==> config.mk <==
export PLATFORM = sky130hd
export DESIGN_NAME = pwmwg_core
export DESIGN_NICKNAME = d
export VERILOG_FILES = /design/src/pwmwg_pkg.sv /design/src/pwmwg_core.sv
export SDC_FILE = /design/constraint.sdc
export NUM_CORES = 2
export LEC_CHECK = 0
export BUFFER_PORTS_ARGS = -buffer_cell sky130_fd_sc_hd__buf_4
export CAP_MARGIN = 20
export CORE_MARGIN = 2
export CORE_UTILIZATION = 48
export CTS_BUF_LIST = sky130_fd_sc_hd__clkbuf_8
export CTS_CLUSTER_SIZE = 25
export DETAILED_ROUTE_END_ITERATION = 6
export GPL_TIMING_DRIVEN = 0
export SLEW_MARGIN = 0
export SYNTH_ARGS = -nofsm -noshare
export SYNTH_HDL_FRONTEND = slang
export SYNTH_SLANG_ARGS = --single-unit
==> constraint.sdc <==
create_clock -name i_clk -period 6.62 [get_ports i_clk]
set_input_delay 0.331 -clock i_clk [delete_from_list [all_inputs] [get_ports i_clk]]
set_output_delay 0.331 -clock i_clk [all_outputs]
set_load 0.02 [all_outputs]
==> src/pwmwg_pkg.sv <==
// package: map, field layout, encodings and carriers of the buffered pwm waveform core
package pwmwg_pkg;

  // structure of the block: three counters, each shared by an even/odd channel pair
  localparam int unsigned PWMWG_NCH   = 6;
  localparam int unsigned PWMWG_NPAIR = 3;
  localparam int unsigned PWMWG_AW    = 8;

  // register byte addresses on the apb port
  localparam logic [7:0] ADDR_LOAD_CTRL = 8'h00;  // load_control_reg
  localparam logic [7:0] ADDR_MODE_CTRL = 8'h04;  // mode_control_reg
  localparam logic [7:0] ADDR_WACT_A    = 8'h08;  // wave_action_ctrl_a
  localparam logic [7:0] ADDR_WACT_B    = 8'h0c;  // wave_action_ctrl_b
  localparam logic [7:0] ADDR_PERIOD0   = 8'h10;  // period of pair k at +4*k
  localparam logic [7:0] ADDR_COMPARE0  = 8'h20;  // compare_value of channel n at +4*n
  localparam logic [7:0] ADDR_COUNT0    = 8'h40;  // counter_value and direction, read only
  localparam logic [7:0] ADDR_PSHADOW0  = 8'h50;  // period_shadow of pair k, read only
  localparam logic [7:0] ADDR_CSHADOW0  = 8'h60;  // compare_shadow of channel n, read only

  // field positions
  localparam int unsigned CLD_LSB      = 0;   // center_load_enable, one bit per channel
  localparam int unsigned IMM_LSB      = 16;  // immediate_load_enable, one bit per channel
  localparam int unsigned TYPE_LSB     = 0;   // counter type, two bits per pair
  localparam int unsigned RUN_LSB      = 8;   // counter run, one bit per pair
  localparam int unsigned MODE_LSB     = 24;  // pair_output_mode, one bit per pair
  localparam int unsigned ACT_ZERO_LSB = 0;   // wave_action_ctrl_a, two bits per channel
  localparam int unsigned ACT_PRD_LSB  = 16;  // wave_action_ctrl_a, two bits per channel
  localparam int unsigned ACT_COMPARE_MATCH_RISING_LSB = 0;   // wave_action_ctrl_b, two bits per channel
  localparam int unsigned ACT_COMPARE_MATCH_FALLING_LSB = 16;  // wave_action_ctrl_b, two bits per channel
  localparam int unsigned DIR_BIT      = 16;  // direction flag in the count status word

  // reset and counter limits
  localparam logic [31:0] REG_RST  = 32'h0000_0000;
  localparam logic [15:0] CNT_ZERO = 16'h0000;
  localparam logic [15:0] CNT_MAX  = 16'hffff;

  typedef enum logic [1:0] {
    CT_UP     = 2'b00,
    CT_DOWN   = 2'b01,
    CT_UPDOWN = 2'b10
  } pwmwg_ctype_t;

  typedef enum logic [1:0] {
    ACT_NONE   = 2'b00,
    ACT_LOW    = 2'b01,
    ACT_HIGH   = 2'b10,
    ACT_TOGGLE = 2'b11
  } pwmwg_act_t;

  // event points seen by one channel in one cycle
  typedef struct packed {
    logic zero;
    logic prd;
    logic compare_match_rising;
    logic compare_match_falling;
  } pwmwg_evt_t;

endpackage

==> src/pwmwg_core.sv <==
// pwm waveform core: apb registers, shadow loading, three counters, six event-driven channels
//
// Operation
// - counting and waveforms use only the shadow copies of period and compare.
// - by default both shadows load when a pwm period completes.
// - with immediate load set, a written period or compare enters its shadow at once.
// - immediate load overrides every other loading mode of that channel.
// - up count with new period below count runs to 0xffff, wraps, continues.
// - new period above count: counter keeps counting until equal, ending the period.
// - center load in up-down mode loads compare at the period point.
// - zero, period, up compare and down compare events exist per counting type.
// - up match is equality while counting up, down match while counting down.
// - complementary pairs use both comparators on the shared counter.
// - each event applies no change, low, high or toggle from action registers.
// - up count priority: period, odd compare, even compare, zero.
// - down count priority: zero, odd down compare, even down compare, period.
// - up-down ranks per direction as the fixed five-entry orders below.
// - pair mode bit 0 runs both channels independently.
// - pair mode bit 1 forces the odd channel to invert the even one.
// - independent pulses go on to masking, brake, polarity, then output enable.
// - complementary pulses pair, then dead-time, then the four output stages.
// - counters run up, down or up-down; type and period set boundaries.
// - in complementary mode the even channel also uses the odd comparator.
`timescale 1ns/100ps
`default_nettype none

module pwmwg_core
  import pwmwg_pkg::*;
(
  input  wire logic                i_clk,      // core clock, 100 MHz
  input  wire logic                i_resetn,   // asynchronous reset, active low
  input  wire logic [PWMWG_AW-1:0] i_paddr,    // apb byte address
  input  wire logic                i_psel,     // apb select
  input  wire logic                i_penable,  // apb access phase
  input  wire logic                i_pwrite,   // apb direction, high for write
  input  wire logic [31:0]         i_pwdata,   // apb write data
  input  wire logic [3:0]          i_pstrb,    // apb byte strobes
  output logic      [31:0]         o_prdata,   // apb read data, from flops
  output logic                     o_pready,   // apb ready, always high
  output logic                     o_pslverr,  // apb error for unmapped or read-only write
  output logic [PWMWG_NCH-1:0]     o_wave      // channel waveforms toward the output stages
);

  localparam int unsigned NCH = PWMWG_NCH;
  localparam int unsigned NP  = PWMWG_NPAIR;

  logic [31:0]          load_ctrl_r;
  logic [31:0]          mode_ctrl_r;
  logic [31:0]          wact_a_r;
  logic [31:0]          wact_b_r;
  logic [NP-1:0][15:0]  period_r;
  logic [NP-1:0][15:0]  pshadow_r;
  logic [NP-1:0][15:0]  cnt_r;
  logic [NCH-1:0][15:0] compare_r;
  logic [NCH-1:0][15:0] cshadow_r;
  logic [NP-1:0]        dir_r;
  logic [NP-1:0]        run;
  logic [NP-1:0]        comp;
  logic [NP-1:0]        is_up;
  logic [NP-1:0]        is_dn;
  logic [NP-1:0]        is_ud;
  logic [NP-1:0]        zero;
  logic [NP-1:0]        eq_p;
  logic [NP-1:0]        eff_up;
  logic [NP-1:0]        pend;
  logic [NP-1:0]        center;
  logic [NP-1:0]        wr_period;
  logic [NCH-1:0]       wr_cmp;
  logic [NCH-1:0]       wave_r;
  pwmwg_evt_t [NCH-1:0] evt;
  logic                 acc;
  logic                 wr_en;
  logic                 wr_hit;
  logic                 rd_hit;
  logic [31:0]          rd_data;

  // byte-strobe merge of a write into an existing word
  function automatic logic [31:0] pwmwg_merge(input logic [31:0] old, input logic [31:0] nw,
                                              input logic [3:0] strb);
    logic [31:0] res;
    res = old;
    for (int b = 0; b < 4; b++)
    begin
      if (strb[b])
        res[8*b +: 8] = nw[8*b +: 8];
    end
    return res;
  endfunction

  // first listed event whose action is not "no change" decides the new level
  function automatic logic pwmwg_apply(input logic cur, input logic [4:0] ev,
                                       input logic [9:0] act);
    logic       done;
    logic       res;
    logic [1:0] a;
    done = 1'b0;
    res  = cur;
    a    = ACT_NONE;
    for (int i = 0; i < 5; i++)
    begin
      a = act[2*i +: 2];
      if (!done && ev[i] && (a != ACT_NONE))
      begin
        done = 1'b1;
        case (a)
          ACT_LOW:    res = 1'b0;
          ACT_HIGH:   res = 1'b1;
          ACT_TOGGLE: res = ~cur;
          default:    res = cur;
        endcase
      end
    end
    return res;
  endfunction

  // apb: zero wait states, so every access ends at its first access-phase edge
  assign acc      = i_psel & i_penable;
  assign wr_en    = acc & i_pwrite;
  assign o_pready = 1'b1;
  assign o_pslverr = acc & (i_pwrite ? ~wr_hit : ~rd_hit);

  // write decode; status and shadow words are read only and answer writes with an error
  always_comb
  begin
    wr_hit    = (i_paddr == ADDR_LOAD_CTRL) || (i_paddr == ADDR_MODE_CTRL) ||
                (i_paddr == ADDR_WACT_A) || (i_paddr == ADDR_WACT_B);
    wr_period = '0;
    wr_cmp    = '0;
    for (int k = 0; k < NP; k++)
    begin
      if (i_paddr == ADDR_PERIOD0 + 8'(4*k))
      begin
        wr_period[k] = wr_en;
        wr_hit       = 1'b1;
      end
    end
    for (int n = 0; n < NCH; n++)
    begin
      if (i_paddr == ADDR_COMPARE0 + 8'(4*n))
      begin
        wr_cmp[n] = wr_en;
        wr_hit    = 1'b1;
      end
    end
  end

  // read mux; shadows and counts are readable so software can see what hardware acts on
  always_comb
  begin
    rd_data = '0;
    rd_hit  = 1'b1;
    case (i_paddr)
      ADDR_LOAD_CTRL: rd_data = load_ctrl_r;
      ADDR_MODE_CTRL: rd_data = mode_ctrl_r;
      ADDR_WACT_A:    rd_data = wact_a_r;
      ADDR_WACT_B:    rd_data = wact_b_r;
      default:        rd_hit  = 1'b0;
    endcase
    for (int k = 0; k < NP; k++)
    begin
      if (i_paddr == ADDR_PERIOD0 + 8'(4*k))
      begin
        rd_hit  = 1'b1;
        rd_data = {16'h0000, period_r[k]};
      end
      if (i_paddr == ADDR_COUNT0 + 8'(4*k))
      begin
        rd_hit  = 1'b1;
        rd_data = {15'h0000, dir_r[k], cnt_r[k]};
      end
      if (i_paddr == ADDR_PSHADOW0 + 8'(4*k))
      begin
        rd_hit  = 1'b1;
        rd_data = {16'h0000, pshadow_r[k]};
      end
    end
    for (int n = 0; n < NCH; n++)
    begin
      if (i_paddr == ADDR_COMPARE0 + 8'(4*n))
      begin
        rd_hit  = 1'b1;
        rd_data = {16'h0000, compare_r[n]};
      end
      if (i_paddr == ADDR_CSHADOW0 + 8'(4*n))
      begin
        rd_hit  = 1'b1;
        rd_data = {16'h0000, cshadow_r[n]};
      end
    end
  end

  // read data is captured in the setup cycle and held through the access phase
  always_ff @(posedge i_clk or negedge i_resetn)
  begin
    if (!i_resetn)
      o_prdata <= REG_RST;
    else if (i_psel && !i_penable && !i_pwrite)
      o_prdata <= rd_data;
  end

  // software-visible control words; hardware acts on these directly, with no shadow copies
  always_ff @(posedge i_clk or negedge i_resetn)
  begin
    if (!i_resetn)
    begin
      load_ctrl_r <= REG_RST;
      mode_ctrl_r <= REG_RST;
      wact_a_r    <= REG_RST;
      wact_b_r    <= REG_RST;
    end
    else if (wr_en)
    begin
      if (i_paddr == ADDR_LOAD_CTRL)
        load_ctrl_r <= pwmwg_merge(load_ctrl_r, i_pwdata, i_pstrb);
      if (i_paddr == ADDR_MODE_CTRL)
        mode_ctrl_r <= pwmwg_merge(mode_ctrl_r, i_pwdata, i_pstrb);
      if (i_paddr == ADDR_WACT_A)
        wact_a_r <= pwmwg_merge(wact_a_r, i_pwdata, i_pstrb);
      if (i_paddr == ADDR_WACT_B)
        wact_b_r <= pwmwg_merge(wact_b_r, i_pwdata, i_pstrb);
    end
  end

  // per pair: counter, boundaries and period shadow
  for (genvar k = 0; k < NP; k++)
  begin : g_pair
    logic [31:0] pmerge;
    logic [15:0] pnew;
    // merge into a whole word first; only the low half is stored
    assign pmerge   = pwmwg_merge({16'h0000, period_r[k]}, i_pwdata, i_pstrb);
    assign pnew     = pmerge[15:0];
    assign run[k]   = mode_ctrl_r[RUN_LSB + k];
    assign comp[k]  = mode_ctrl_r[MODE_LSB + k];
    assign is_dn[k] = (mode_ctrl_r[TYPE_LSB + 2*k +: 2] == CT_DOWN);
    assign is_ud[k] = (mode_ctrl_r[TYPE_LSB + 2*k +: 2] == CT_UPDOWN);
    assign is_up[k] = ~is_dn[k] & ~is_ud[k];   // the spare code behaves as up
    assign zero[k]  = (cnt_r[k] == CNT_ZERO);
    assign eq_p[k]  = (cnt_r[k] == pshadow_r[k]);
    // zero belongs to the rising half and the period point to the falling half
    assign eff_up[k] = is_ud[k] ? (zero[k] | (~eq_p[k] & dir_r[k])) : is_up[k];
    assign pend[k]   = run[k] & (is_ud[k] ? (zero[k] & ~dir_r[k]) :
                                 is_dn[k] ? zero[k] : eq_p[k]);
    assign center[k] = run[k] & is_ud[k] & eq_p[k] & dir_r[k];

    // period register as written by software
    always_ff @(posedge i_clk or negedge i_resetn)
    begin
      if (!i_resetn)
        period_r[k] <= CNT_ZERO;
      else if (wr_period[k])
        period_r[k] <= pnew;
    end

    // period shadow; the even channel's immediate bit governs the shared counter
    always_ff @(posedge i_clk or negedge i_resetn)
    begin
      if (!i_resetn)
        pshadow_r[k] <= CNT_ZERO;
      else if (load_ctrl_r[IMM_LSB + 2*k])
      begin
        if (wr_period[k])
          pshadow_r[k] <= pnew;
      end
      else if (!run[k] || pend[k])
        pshadow_r[k] <= period_r[k];
    end

    // counter; a period lowered below an up count is reached again only after the 16-bit wrap
    always_ff @(posedge i_clk or negedge i_resetn)
    begin
      if (!i_resetn)
      begin
        cnt_r[k] <= CNT_ZERO;
        dir_r[k] <= 1'b1;
      end
      else if (!run[k])
      begin
        cnt_r[k] <= is_dn[k] ? pshadow_r[k] : CNT_ZERO;
        dir_r[k] <= 1'b1;
      end
      else if (is_dn[k])
        cnt_r[k] <= zero[k] ? pshadow_r[k] : cnt_r[k] - 16'h0001;
      else if (is_ud[k])
      begin
        if (dir_r[k])
        begin
          if (eq_p[k])
          begin
            dir_r[k] <= 1'b0;
            if (!zero[k])
              cnt_r[k] <= cnt_r[k] - 16'h0001;
          end
          else
            cnt_r[k] <= cnt_r[k] + 16'h0001;
        end
        else if (zero[k])
        begin
          dir_r[k] <= 1'b1;
          if (!eq_p[k])
            cnt_r[k] <= cnt_r[k] + 16'h0001;
        end
        else
          cnt_r[k] <= cnt_r[k] - 16'h0001;
      end
      else
        cnt_r[k] <= eq_p[k] ? CNT_ZERO : cnt_r[k] + 16'h0001;
    end
  end

  // per channel: compare shadow, events and waveform level
  for (genvar c = 0; c < NCH; c++)
  begin : g_ch
    localparam int unsigned K  = c / 2;
    localparam int unsigned OD = c | 1;
    localparam int unsigned EV = c - (c % 2);
    logic [31:0] cmerge;
    logic [15:0] cnew;
    logic        mu;
    logic        md;
    logic        nu;
    logic        nd;
    logic [1:0]  a_mu;
    logic [1:0]  a_md;
    logic [1:0]  a_nu;
    logic [1:0]  a_nd;
    logic [1:0]  a_z;
    logic [1:0]  a_p;
    logic [4:0]  ev;
    logic [9:0]  act;

    assign cmerge = pwmwg_merge({16'h0000, compare_r[c]}, i_pwdata, i_pstrb);
    assign cnew   = cmerge[15:0];
    assign evt[c].zero = zero[K];
    assign evt[c].prd  = eq_p[K];
    assign evt[c].compare_match_rising = (cnt_r[K] == cshadow_r[c]) & eff_up[K];
    assign evt[c].compare_match_falling = (cnt_r[K] == cshadow_r[c]) & ~eff_up[K];
    assign a_z  = wact_a_r[ACT_ZERO_LSB + 2*c +: 2];
    assign a_p  = wact_a_r[ACT_PRD_LSB + 2*c +: 2];

    // odd comparator ranks above even; the even channel borrows it when paired
    if (c % 2 == 0)
    begin : g_even
      assign nu   = evt[c].compare_match_rising;
      assign nd   = evt[c].compare_match_falling;
      assign a_nu = wact_b_r[ACT_COMPARE_MATCH_RISING_LSB + 2*c +: 2];
      assign a_nd = wact_b_r[ACT_COMPARE_MATCH_FALLING_LSB + 2*c +: 2];
      assign mu   = comp[K] & evt[OD].compare_match_rising;
      assign md   = comp[K] & evt[OD].compare_match_falling;
      assign a_mu = wact_b_r[ACT_COMPARE_MATCH_RISING_LSB + 2*OD +: 2];
      assign a_md = wact_b_r[ACT_COMPARE_MATCH_FALLING_LSB + 2*OD +: 2];
    end
    else
    begin : g_odd
      assign nu   = 1'b0;
      assign nd   = 1'b0;
      assign a_nu = ACT_NONE;
      assign a_nd = ACT_NONE;
      assign mu   = evt[c].compare_match_rising;
      assign md   = evt[c].compare_match_falling;
      assign a_mu = wact_b_r[ACT_COMPARE_MATCH_RISING_LSB + 2*c +: 2];
      assign a_md = wact_b_r[ACT_COMPARE_MATCH_FALLING_LSB + 2*c +: 2];
    end

    // priority order, slot 0 highest
    always_comb
    begin
      if (is_dn[K])
      begin
        ev  = {1'b0, evt[c].prd, nd, md, evt[c].zero};
        act = {ACT_NONE, a_p, a_nd, a_md, a_z};
      end
      else if (is_ud[K] && eff_up[K])
      begin
        ev  = {nd, md, evt[c].zero, nu, mu};
        act = {a_nd, a_md, a_z, a_nu, a_mu};
      end
      else if (is_ud[K])
      begin
        ev  = {nu, mu, evt[c].prd, nd, md};
        act = {a_nu, a_mu, a_p, a_nd, a_md};
      end
      else
      begin
        ev  = {1'b0, evt[c].zero, nu, mu, evt[c].prd};
        act = {ACT_NONE, a_z, a_nu, a_mu, a_p};
      end
    end

    // compare register as written by software
    always_ff @(posedge i_clk or negedge i_resetn)
    begin
      if (!i_resetn)
        compare_r[c] <= CNT_ZERO;
      else if (wr_cmp[c])
        compare_r[c] <= cnew;
    end

    // compare shadow; while stopped it tracks the register so a start uses fresh values
    always_ff @(posedge i_clk or negedge i_resetn)
    begin
      if (!i_resetn)
        cshadow_r[c] <= CNT_ZERO;
      else if (load_ctrl_r[IMM_LSB + c])
      begin
        if (wr_cmp[c])
          cshadow_r[c] <= cnew;
      end
      else if (!run[K])
        cshadow_r[c] <= compare_r[c];
      else if (load_ctrl_r[CLD_LSB + c] && is_ud[K])
      begin
        if (center[K])
          cshadow_r[c] <= compare_r[c];
      end
      else if (pend[K])
        cshadow_r[c] <= compare_r[c];
    end

    // waveform level holds while its counter is stopped
    always_ff @(posedge i_clk or negedge i_resetn)
    begin
      if (!i_resetn)
        wave_r[c] <= 1'b0;
      else if (run[K])
        wave_r[c] <= pwmwg_apply(wave_r[c], ev, act);
    end

    // complementary pairing; mask, brake, polarity and enable follow outside, in that order
    always_ff @(posedge i_clk or negedge i_resetn)
    begin
      if (!i_resetn)
        o_wave[c] <= 1'b0;
      else if ((c % 2 == 1) && comp[K])
        o_wave[c] <= ~wave_r[EV];
      else
        o_wave[c] <= wave_r[c];
    end
  end
endmodule

`default_nettype wire

==> impl_results.md <==
- Most frequent cells in the layout: dfrtp_1, nand2_1, mux2_2
- Number of global-route vias before repair: 29.9k
- Placed standard-cell area: 0.0337 mm²
- Gate Count Post-Synth: 3450
- Ranking of synthesized cells by area: dfrtp_1, mux2_2, nand2_1, o21ai_0, a21oi_1
- I/O Buffers: 69
- Synth unique cells: 94
- Critical path peak fanout: 10
- Worst vdd ir: 0.183 mV
- Setup Fix Bufs, Post-CTS: 0
- Number of remaining DRC errors: 0
- Mux cell area share after synthesis: 0.136
- DP Wirelength: 113000 µm
- WL per Instance: 32.3 µm
- Worst Reg-to-Reg Cells: 20
- Critical path class: register to register
- Pleak: 0.0160 µW
- R2R Setup Slk: 1.86 ns
- Crit path time final: 4.76 ns
- Final instance area: 0.0358 mm²
- GRT Residual Overflow: 0
- Met2 WL: 62600 µm
- Compound-Gate Fraction of Synth Area: 0.206
- Post-synth EDFFs: 0
- Slew Limit Fails: 0
- DIE AREA: 0.0681 mm²
- Top routing layer in use: met5
- Die height: 261 µm
- CTS tree: built
- # rows: 94
- Endpoints failing setup: 0
- WL met1: 58600 µm
- Async set-reset flop share out of synthesis: 1.00
- Clock transition at path regs: 0.07 ns
- Worst min-delay path class: input port to async pin
- Placed instance count: 4409
- Post-synth top area share: 0.401
- Synthesized Nets: 3535
- Total number of yosys warnings: 0
- Least-Margin Pin Slew: 1.32 ns
- Status: completed
- Rel. slew slack: 0.122
- Core Region: 0.0656 mm²
- Clk sink count: 511
- RSZ-0062 raised after global routing: no
- Synth Area in Simple Gates: 0.149
- Core Util, Final: 0.545
- Initial DRC count: 4812
- Final cycle utilization of the critical path: 0.719
- Pre-Repair DR Iteration Count: 7
- Worst path required time: 7.27 ns
- P&R area growth vs syn: 12.9%
- Num CTS Buffers: 91
- Initial antenna violation count: 11
- CP startpoint kind: register
- CTS Root Cell: clkbuf_8
- Initial core utilization: 0.483
- Max_cap viols: 0
- Post-synth top flop: dfrtp_1
- Layout cells sized above 1: 0.171
- Post_cts resized: 0
- Mean Syn Cell Area: 9.19 µm²
- Endpoints failing hold: 0
- Non-Filler Instances: 4598
- Sequential area share after synthesis: 0.403
- Pin count of the biggest net entering global routing: 117
- DR vias: 31.7k
- Remaining antenna violation count after routing: 0
- Max H-tree Level: 3
- Largest family of logic cells by synthesized area: compound AO/OA/AOI/OAI gates
- Routed vias/inst: 6.89
- Fmax: 210 MHz
- Met3 routed WL: 17400 µm
- Clk buf depth: 3
- Worst reg2reg path endpoint: wave_r[1]$_DFFE_PN0P_
- Post-synth top area cell: dfrtp_1
- Tot GR Track Use: 0.431
- Xor/xnor share of the synthesized area: 0.0500
- Width of the die: 261 µm
- Routed WL: 149000 µm
- Final Skew: 0.0426 ns
- Adder-cell share of the synthesized area: 0.0148
- Worst skew pair latency: 0.74 ns
- CP arrival: 5.41 ns
- Yosys reg bits: 511
- PwrDens: 244 mW/mm²
- Critical path endpoint category: register
- First-pass GRT wire length: 212000 µm
- Routability congestion estimate: 1.07
- Commonest non-fill, non-tap cell in the layout: dfrtp_1
- Worst reg2reg startpoint: cnt_r[1]$_DFFE_PN0P_
- IO Count: 89
- Post-Synthesis Cell Area: 0.0317 mm²
- Fin Setup TNS: 0 ns
- Final layout net count: 3748
-- layer usage --
metal	vias to the layer above	track usage
met5	-	0
met4	2	0.238
met3	516	0.119
met2	2204	0.630
met1	15793	0.581
li1	13181	-
-- Yosys cell counts, drive strengths merged (36+ instances only) --
library cell / n
a21oi: 257
a221oi: 59
a31oi: 50
and3: 75
buf: 75
clkbuf: 183
dfrtp: 508
ha: 36
inv: 57
mux2: 283
mux2i: 85
nand2: 385
nand3: 55
nand4: 40
nor2: 253
nor3: 46
nor4: 49
o21ai: 306
o221ai: 42
xnor2: 135
xor2: 46
-- state kept, by name, summed over array words and instances, names as in the netlist --
register     flops
wave_r           6
compare_r       96
wact_a_r        32
cshadow_r       96
load_ctrl_r     32
dir_r            3
period_r        48
pshadow_r       48
wact_b_r        32
o_prdata        32
o_wave           6
mode_ctrl_r     32
cnt_r           48
-- area by class of cell --
cell class / instances / area [µm²]
fillers: 6103 / 29800
multi-input cells: 2621 / 17600
flip-flops and latches: 511 / 12800
clock buffers: 113 / 1560
repair buffers: 120 / 1150
well taps: 864 / 1080
plain buffers: 258 / 1070
clock inverters: 45 / 283
inverters: 60 / 225
diodes: 6 / 15.0
-- cells by family (layout without fill, tap and decap cells) --
group / after synthesis / in the layout
buffers and inverters: 318 / 596
muxes: 380 / 380
adders and majority gates: 38 / 38
AOI/OAI and AO/OA: 1011 / 1011
xor gates and xnor gates: 181 / 181
and+or+nand+nor: 1010 / 1010
other: 1 / 7
DFF: 511 / 511
-- report_power, final --
| part | internal, µW | leakage [µW] | switching (µW) |
|---|---|---|---|
| Clock | 1590 | 0.00103 | 1480 |
| Combinational | 755 | 0.00801 | 1410 |
| Sequential | 3310 | 0.00693 | 174 |
-- timing repair --
action,in CTS,in global routing
hold buffers,18,0
endpoints found under the hold margin,284,0
setup endpoints to repair,0,0
-- metrics by stage --
step                      power [µW]  hold WS, ns  setup WS, ns
final                           8720        0.186          1.86
after floorplan                 4820       0.0354          3.05
after global placement          5540        0.470        -0.320
after global routing            9010        0.188          1.56
after detailed placement        5600        0.135          1.87
after CTS                       8660        0.152          2.06
-- worst max-delay path, stage by stage (launching register included) --
cell	delay, ns
dfrtp_1	0.38
clkbuf_1	0.30
inv_1	0.26
ha_1	0.17
nor4b_1	0.43
and2_1	0.22
nand3_1	0.16
o21ai_1	0.24
buf_2	0.34
mux2_2	0.21
nor2_1	0.06
nor2b_1	0.15
o21a_1	0.18
inv_1	0.06
ha_1	0.25
maj3_1	0.37
o21ai_0	0.25
o2111ai_1	0.16
a32oi_1	0.21
a21boi_0	0.12
o21ai_0	0.17
-- worst max-delay path by stage --
stage                         startpoint                           to  cells past startpoint
finish              cnt_r[1]$_DFFE_PN0P_        wave_r[1]$_DFFE_PN0P_                     20
floorplan           cnt_r[1]$_DFFE_PN0P_        wave_r[1]$_DFFE_PN0P_                     20
detailed placement            i_paddr[7]     o_prdata[10]$_DFFE_PN0P_                     14
CTS                 cnt_r[1]$_DFFE_PN0P_        wave_r[1]$_DFFE_PN0P_                     20
global route        cnt_r[1]$_DFFE_PN0P_        wave_r[1]$_DFFE_PN0P_                     20
global placement                i_resetn  mode_ctrl_r[26]$_DFFE_PN0P_                      1
Note: power is estimated with default switching activity, not from simulation.
